File: src/logic/scsc_pkg.sv
/*
 * package for the serial channel status and clock select block: register
 * offsets, bit positions and reset values.
 * assumes a 32-bit apb bus with word-aligned registers.
 */
package scsc_pkg;
  // ---------------------------------------------------------------
  // register map
  // ---------------------------------------------------------------
  localparam logic [7:0] ctrl_off = 8'h00; // control and error flags
  localparam logic [7:0] irq_stat_off = 8'h04; // sticky event status, clear on read
  localparam logic [7:0] irq_mask_off = 8'h08; // interrupt mask
  // ---------------------------------------------------------------
  // bit positions of the control register
  // ---------------------------------------------------------------
  localparam int overrun_bit = 4;
  localparam int par_und_bit = 3;
  localparam int framing_bit = 2;
  localparam int edge_sel_bit = 1;
  localparam int clk_src_bit = 0;
  // event bits in status and mask registers
  localparam int ev_overrun = 2;
  localparam int ev_par_und = 1;
  localparam int ev_framing = 0;
  localparam int ev_width = 3;
  // ---------------------------------------------------------------
  // reset values
  // ---------------------------------------------------------------
  localparam logic [1:0] clk_ctrl_rst = 2'h0;
  localparam logic [2:0] ev_rst = 3'h0;
  localparam logic [31:0] rdata_rst = 32'h0000_0000;
endpackage : scsc_pkg

File: src/logic/scsc_flag.sv
/*
 * one sticky error flag: set by a hardware event, cleared by a clear pulse.
 * assumes events and clears are synchronous to pclk.
 */
`timescale 1ns/1ps
module scsc_flag (
  input wire logic pclk, // clock
  input wire logic presetn, // async reset, active low
  input wire logic set_i, // error event pulse
  input wire logic clr_i, // clear pulse
  output logic flag_r // flag value
);
  // set wins over a clear in the same cycle so no event is lost
  always_ff @(posedge pclk or negedge presetn) begin
    if (!presetn) begin
      flag_r <= 1'b0;
    end else if (set_i) begin
      flag_r <= 1'b1;
    end else if (clr_i) begin
      flag_r <= 1'b0;
    end
  end
endmodule : scsc_flag

File: src/logic/scsc_top.sv
/*
 * serial channel status and clock select: three error flags, clock edge and
 * clock source controls for clocked mode, event interrupt, apb slave.
 * assumes the channel core reports error events as one-cycle pulses and
 * clears flags by pulses; all inputs synchronous to pclk.
 */
// The register offsets and register access over APB were decided locally.
`timescale 1ns/1ps
module scsc_top (
  input wire logic pclk, // clock, 200 mhz
  input wire logic presetn, // async reset, active low
  input wire logic psel, // apb select
  input wire logic penable, // apb access phase
  input wire logic pwrite, // apb direction
  input wire logic [7:0] paddr, // apb byte address
  input wire logic [31:0] pwdata, // apb write data
  output logic [31:0] prdata, // apb read data
  output logic pready, // apb ready
  output logic pslverr, // apb error, unmapped address
  input wire logic overrun_evt, // overrun detected pulse
  input wire logic par_und_evt, // parity or underrun detected pulse
  input wire logic framing_evt, // framing error detected pulse
  input wire logic [2:0] flag_clr, // flag clear pulses {ovr,par,frm}
  output logic serial_clock_edge_select, // 1 falling, 0 rising
  output logic io_clock_source_select, // 0 baud rate generator
  output logic irq // level interrupt
);
  // ---------------------------------------------------------------
  // bus decode
  // ---------------------------------------------------------------
  logic setup;
  logic wr_en;
  logic rd_en;
  logic hit_ctrl;
  logic hit_stat;
  logic hit_mask;
  logic mapped;
  logic [2:0] evt;
  logic [2:0] flags;
  logic [1:0] clk_ctrl_r;
  logic [2:0] stat_r;
  logic [2:0] mask_r;
  logic [2:0] stat_nxt;

  // answer in the setup-following cycle: access phase completes at once
  assign setup = psel && !penable;
  assign wr_en = psel && penable && pwrite && pready;
  assign rd_en = psel && penable && !pwrite && pready;
  assign hit_ctrl = (paddr == scsc_pkg::ctrl_off);
  assign hit_stat = (paddr == scsc_pkg::irq_stat_off);
  assign hit_mask = (paddr == scsc_pkg::irq_mask_off);
  assign mapped = hit_ctrl || hit_stat || hit_mask;
  assign evt = {overrun_evt, par_und_evt, framing_evt};

  // ---------------------------------------------------------------
  // error flags
  // ---------------------------------------------------------------
  // flags only take hardware events and clears, never bus writes
  genvar g;
  generate
    for (g = 0; g < scsc_pkg::ev_width; g = g + 1) begin : g_flag
      scsc_flag u_flag (
        .pclk(pclk),
        .presetn(presetn),
        .set_i(evt[g]),
        .clr_i(flag_clr[g]),
        .flag_r(flags[g])
      );
    end
  endgenerate

  // ---------------------------------------------------------------
  // clock controls
  // ---------------------------------------------------------------
  // edge select and source select; the edge bit is not forced to 0 in
  // clock output mode, software owns that setting
  always_ff @(posedge pclk or negedge presetn) begin
    if (!presetn) begin
      clk_ctrl_r <= scsc_pkg::clk_ctrl_rst;
    end else if (wr_en && hit_ctrl) begin
      clk_ctrl_r <= {pwdata[scsc_pkg::edge_sel_bit], pwdata[scsc_pkg::clk_src_bit]};
    end
  end

  // registered copies to the channel core
  always_ff @(posedge pclk or negedge presetn) begin
    if (!presetn) begin
      serial_clock_edge_select <= 1'b0;
      io_clock_source_select <= 1'b0;
    end else begin
      serial_clock_edge_select <= clk_ctrl_r[1];
      io_clock_source_select <= clk_ctrl_r[0];
    end
  end

  // ---------------------------------------------------------------
  // interrupt status and mask
  // ---------------------------------------------------------------
  // read clears, but an event in the same cycle survives
  always_comb begin
    stat_nxt = stat_r;
    if (rd_en && hit_stat) begin
      stat_nxt = scsc_pkg::ev_rst;
    end
    stat_nxt = stat_nxt | evt;
  end

  always_ff @(posedge pclk or negedge presetn) begin
    if (!presetn) begin
      stat_r <= scsc_pkg::ev_rst;
    end else begin
      stat_r <= stat_nxt;
    end
  end

  always_ff @(posedge pclk or negedge presetn) begin
    if (!presetn) begin
      mask_r <= scsc_pkg::ev_rst;
    end else if (wr_en && hit_mask) begin
      mask_r <= pwdata[scsc_pkg::ev_width-1:0];
    end
  end

  // irq reflects next-state so it stays aligned with the status register
  always_ff @(posedge pclk or negedge presetn) begin
    if (!presetn) begin
      irq <= 1'b0;
    end else begin
      irq <= |(stat_nxt & mask_r);
    end
  end

  // ---------------------------------------------------------------
  // bus answer
  // ---------------------------------------------------------------
  // pready rises the cycle after setup: one wait-free access phase
  always_ff @(posedge pclk or negedge presetn) begin
    if (!presetn) begin
      pready <= 1'b0;
      pslverr <= 1'b0;
      prdata <= scsc_pkg::rdata_rst;
    end else begin
      pready <= setup;
      pslverr <= setup && !mapped;
      prdata <= scsc_pkg::rdata_rst;
      if (setup && !pwrite) begin
        if (hit_ctrl) begin
          prdata[scsc_pkg::overrun_bit] <= flags[scsc_pkg::ev_overrun];
          prdata[scsc_pkg::par_und_bit] <= flags[scsc_pkg::ev_par_und];
          prdata[scsc_pkg::framing_bit] <= flags[scsc_pkg::ev_framing];
          prdata[scsc_pkg::edge_sel_bit] <= clk_ctrl_r[1];
          prdata[scsc_pkg::clk_src_bit] <= clk_ctrl_r[0];
        end else if (hit_stat) begin
          // next-state so an event landing on the setup edge is read before
          // the access edge clears it; otherwise it would vanish unseen
          prdata[scsc_pkg::ev_width-1:0] <= stat_nxt;
        end else if (hit_mask) begin
          prdata[scsc_pkg::ev_width-1:0] <= mask_r;
        end
      end
    end
  end
endmodule : scsc_top
File: config.mk
export PLATFORM = sky130hd
export DESIGN_NAME = scsc_top
export DESIGN_NICKNAME = d
export VERILOG_FILES = /design/src/logic/scsc_pkg.sv /design/src/logic/scsc_flag.sv /design/src/logic/scsc_top.sv
export SDC_FILE = /design/constraint.sdc
export NUM_CORES = 1
export LEC_CHECK = 0
export CAP_MARGIN = 20
export CORE_UTILIZATION = 40
export DETAILED_ROUTE_END_ITERATION = 10
export DONT_BUFFER_PORTS = 1
export HOLD_SLACK_MARGIN = 0.06
export PLACE_DENSITY = 0.51
export SLEW_MARGIN = 20
export SYNTH_ARGS = -nofsm -noshare
export SYNTH_HDL_FRONTEND = slang
export SYNTH_HIERARCHICAL = 1
export SYNTH_SLANG_ARGS = --single-unit
File: constraint.sdc
create_clock -name pclk -period 2.7 [get_ports pclk]
set_input_delay 0.675 -clock pclk [delete_from_list [all_inputs] [get_ports pclk]]
set_output_delay 0.675 -clock pclk [all_outputs]
set_load 0.005 [all_outputs]
# Yosys cells after proc, flatten, opt, wreduce, memory -nomap -nowiden

Index checks and enable logic that the tools add are counted.

Register bits: 21
Bits of input ports: 51
Output and inout port bits: 37

Equality and inequality tests: 2
Mux-type cells: 12
Bitwise gates (word level): 2
Reductions and logical operators: 21

Operator list:

| operator           | number |
|---|---|
| $mux 3             | 4 |
| $logic_and 1x1->1  | 11 |
| $eq 8x3->1 const B | 1 |
| $eq 8x4->1 const B | 1 |
| $logic_not 8->1    | 1 |
| $mux 1             | 6 |
| $reduce_bool 2->1  | 3 |
| $mux 5             | 1 |
| $and 3x3->3        | 1 |
| $logic_not 1->1    | 3 |
| $or 3x3->3         | 1 |
| $reduce_or 3->1    | 1 |
| $logic_or 1x1->1   | 2 |
| $mux 2             | 1 |

# Longest topological paths before layout

Depth in word-level cells: 9
Gate-level depth with buffers: 5

# Hierarchy

The synthesis kept the hierarchy.

Modules (own cells, without submodules):

| module    | times used | cells an instance | area each (um^2) |
|---|---|---|---|
| scsc_top  | 1          | 102               | 1059.8 |
| scsc_flag | 3          | 3                 | 36.3 |

# Least setup slack after synthesis

Ideal clock, no wire load.

Path kind: input-to-reg
From: in paddr[1]
To: reg mask_r[0]
Library setup time: 0.125 ns
Arrival: 1.634 ns
Path slack: 0.941 ns
Cell stages on the path: 4
Path buffers: 0
Cell sequence: nor4_4 and2_4 nand3_4 mux2_4

Word-level cells in the longest chain between the ends: 2

RTL lines:

| item                 | RTL line        | text |
|---|---|---|
| start, declared      | scsc_top.sv:15  | `input wire logic [7:0] paddr,` |
| $eq 8x4->1           | scsc_top.sv:51  | `assign hit_mask = (paddr == scsc_pkg::irq_mask_off);` |
| $logic_and 1x1->1    | scsc_top.sv:119 | `end else if (wr_en && hit_mask) begin` |
| end signal, assigned | scsc_top.sv:118 | `mask_r <= scsc_pkg::ev_rst;` |
| end signal, assigned | scsc_top.sv:120 | `mask_r <= pwdata[scsc_pkg::ev_width-1:0];` |
| end, declared        | scsc_top.sv:42  | `logic [2:0] mask_r;` |

Every way passes these cells.
A chain may end at the register's enable or synchronous reset.

# Worst setup path after layout

From: in paddr[1]
To: reg mask_r[2]

The elaborated chain is that of the path after synthesis.

==> results.txt <==
The flow ran to the end, and the final reports show no timing, DRC or antenna violations. STA classifies the critical path startpoint as a primary input. The biggest cell delay along the critical path came out at 0.37 ns. The total leakage power is 0.541 nW.

Derived from the worst setup path, the maximum achievable clock frequency is 653 MHz. The total wirelength of the detailed-routed design came out at 1.98 mm. The number of global-route vias before repair came to 681. The post-route DRC violation count is 0. The worst setup timing slack at the placement stage came out at 0.839 ns.

In the routed layout, each cell is associated on average with a via count of 4.97. The power density over cell area is 446 nW/um^2. The global route total overflow came out at 0. The relative contribution of combinational cells to total power came out at 0.068. The reported max-cap violation count came out at 0. The initial antenna violation count came out at 0. The chip width is 56.1 um.

Measured against its own limit, the worst slew margin works out to 0.384. Setup slack closes at 1.17 ns. The post-route setup TNS came out at 0 ns. The DRC violation total after the first TritonRoute iteration is 39. The number of fill cells in the layout is 276.

The final layout contains 166 nets. Synthesis inferred 21 register bits. The layout-stage area growth over the synthesis result came out at -3.53%. The final-report setup violation count came out at 0.

The slowest stage of the critical path belongs to the cell nor4_4. The longest clock path from root to sink contains 2 buffers. The first global-routing pass estimated 3.42 mm of wire. The area taken by multi-input logic gates came out at 489 um^2. The routability congestion estimate from global placement is 0.740. The all-layer global routing usage came out at 0.140. STA classifies the critical path endpoint as a register. The initial cell density of the core came out at 0.424. The signal on the critical path passes through nor4_4, and2_4, nand3_4, mux2_4.

The peak ir drop on the vdd network is 0.000217 V. The floorplan row count came out at 19. The final setup skew is 0.00453 ns. The slew at the pin closest to its max-slew limit came out at 0.920 ns. The switching power share of the total is 0.228. The number of iterations in the first detailed-routing pass is 4. The mean instance size in the synthesized netlist is 10.5 um^2.

Entering global routing, the biggest net connects 22 pins. In the synthesized netlist, the number of instances is 111. The average wire per standard cell is 13.6 um. Of the total power, registers draw 0.641. Setup repair after global routing left no endpoint under its margin. The diode insertion count for antenna repair is 0. The floorplan die height came out at 56.1 um. In this run the clock root is driven by a clkbuf_4. The sink count of the clock tree came out at 21. The internal power consumption is 0.000388 W.

The hold slack came out at 0.417 ns. CTS built an H-tree with a depth of 1. Gates resized during post-CTS repair numbered 0. The synthesized netlist occupies a cell area of 1170 um^2. The number of distinct library cells after synthesis is 29. The number of vias in the routed layout is 720. The TritonCTS clock tree is done. The number of buffer and inverter stages on the critical path came out at 0. The post-synthesis sequential area ratio came out at 0.450. The number of clock buffers added by TritonCTS is 3. The count of warnings emitted by yosys came out at 6. In the final layout, the share of cells above drive strength 1 is 0.114. The register area came out at 526 um^2. The number of nets with antenna violations after routing came out at 0. The count of input and output buffers is 0.

In this run the count of I/O pins placed on the die edge is 88. The worst min-delay path category is register to register. The fraction of the core area covered by cells at the end of the flow is 0.409. The count of final hold-check violations is 0. The number of slew-limit violations in the final report came out at 0. Dividing the final minimum period by the clock period gives 0.567. The buffer count from post-CTS setup fixing came out at 0. The CTS clock-pin slew for the worst setup and hold paths is 0.11 ns. The cell family with the largest share of critical-path delay is simple AND/OR/NAND/NOR gates. Summed over all nets, the half-perimeter wirelength after detailed placement is 1.56 mm. Clock latency on the worst-skew pair, taken at its later pin, is 0.29 ns. The floorplan core area is 2760 um^2.

The worst-path maximum fanout is 6. Summed over all nets, the switching power comes to 0.000115 W. The minimum period implied by the final worst setup slack came out at 1.53 ns. The number of hold buffers added after CTS is 1. The data arrival time of the critical path came out at 1.72 ns. The die covers 3140 um^2. The share of total power dissipated in the clock network is 0.291. The required time at the worst-slack endpoint is 2.89 ns. The critical path is of the primary input to register type.
worst reg2reg max path: stages (launching register included):
cell     delay [ns]
dfrtp_1        0.40
nand3_1        0.11
nor3b_2        0.28
nand3_1        0.18
mux2_2         0.31
layout make-up:
type,instances,share of cell area
Clock buffer,4,0.0233
Inverter,10,0.0333
Multi-Input combinational cell,78,0.434
Sequential cell,21,0.466
Tap cell,31,0.0344
Timing Repair Buffer,1,0.00888
cells in the final DEF (no fill, tap or decap):
master / netlist / routed
a21oi_1: 1 / 1
clkbuf_4: 0 / 3
a22oi_1: 3 / 3
a41oi_1: 1 / 1
dlygate4sd3_1: 0 / 1
o22ai_1: 3 / 3
nor3b_2: 1 / 1
nand4_1: 1 / 1
nand2b_1: 2 / 2
clkbuf_1: 0 / 1
and4b_2: 1 / 1
mux2_4: 3 / 3
nand3_4: 1 / 1
dfrtp_1: 21 / 21
o21ai_0: 2 / 2
and2_4: 1 / 1
and4b_1: 1 / 1
conb_1: 1 / 27
nor3_1: 1 / 1
o221ai_1: 1 / 1
inv_1: 10 / 10
nand3_1: 2 / 2
and3_1: 2 / 2
nor4_4: 1 / 1
a21o_1: 5 / 5
a211oi_1: 3 / 3
nand2_1: 3 / 3
nor2b_1: 4 / 4
nor2_1: 6 / 6
mux2_2: 2 / 2
synth_stat cells:
| library cell | instances | area, um^2 |
|---|---|---|
| nor2b_1 | 4 | 25.0 |
| nand4_1 | 1 | 6.26 |
| mux2_2 | 2 | 22.5 |
| and2_4 | 1 | 8.76 |
| inv_1 | 10 | 37.5 |
| o21ai_0 | 2 | 10.0 |
| a21oi_1 | 1 | 5.00 |
| dfrtp_1 | 21 | 526 |
| mux2_4 | 3 | 45.0 |
| buf_6 | 1 | 11.3 |
| a211oi_1 | 3 | 22.5 |
| nor4_4 | 1 | 21.3 |
| nor2_1 | 6 | 22.5 |
| nand3_4 | 1 | 17.5 |
| nand3_1 | 2 | 10.0 |
| and3_1 | 2 | 12.5 |
| nor3_1 | 1 | 5.00 |
| conb_1 | 1 | 3.75 |
| a21o_1 | 5 | 37.5 |
| nand2_1 | 3 | 11.3 |
| a41oi_1 | 1 | 8.76 |
| and4b_1 | 1 | 10.0 |
| o221ai_1 | 1 | 8.76 |
| a22oi_1 | 3 | 22.5 |
| and4b_2 | 1 | 11.3 |
| nand2b_1 | 2 | 12.5 |
| o22ai_1 | 3 | 18.8 |
| nor3b_2 | 1 | 12.5 |
| buf_4 | 27 | 203 |
worst paths after layout:
kind                                    start                       end  slack, ns  depth (start not counted)
worst max-delay path                 paddr[1]                 mask_r[2]       1.17                          4
worst min-delay path            clk_ctrl_r[1]  serial_clock_edge_select       0.42                          0
worst min register to register  clk_ctrl_r[1]  serial_clock_edge_select       0.42                          0
max in group asynchronous             presetn                 mask_r[2]       1.19                          1
min in group asynchronous             presetn                 stat_r[2]       0.95                          1
worst max register to register         pready             clk_ctrl_r[0]       1.32                          4
stage by stage:
stage / instance area [um^2] / power [W] / cells
3_5_place_dp: 1090 / 0.000356 / 140
2_1_floorplan: 1270 / 0.000383 / 137
5_1_grt: 1130 / 0.000533 / 145
3_3_place_gp: 1090 / 0.000355 / 140
4_1_cts: 1130 / 0.000512 / 145
6_report: 1130 / 0.000503 / 145
power groups by stage:
stage	Combinational [W]	Sequential, W	Clock, W
5_1_grt	0.0000403	0.000323	0.000169
4_1_cts	0.0000343	0.000323	0.000156
6_report	0.0000342	0.000323	0.000146
3_5_place_dp	0.0000269	0.000329	0
2_1_floorplan	0.0000552	0.000328	0
3_3_place_gp	0.0000263	0.000329	0
kinds of logic after synthesis:
kind of cell	after synthesis	share of synthesized area
flip-flops	21	0.450
AND/OR/NAND/NOR	27	0.160
buffers and inverters	38	0.215
multiplexers	5	0.0578
AO/OA/AOI/OAI	19	0.115
other	1	0.00321
per-layer routing:
layer  global-route usage  wire length, um
met4               0.0732               27
met2                0.209              893
met1                0.189              847
met3               0.0326              209
met5                    0                0
registers in the layout, summed over array words and instances (netlist names):
name and count:
io_clock_source_select 1, prdata 5, mask_r 3, pready 1
pslverr 1, g_flag.u_flag/flag_r 3, stat_r 3, clk_ctrl_r 2
irq 1, serial_clock_edge_select 1
Power figures use the tool's default switching activity.
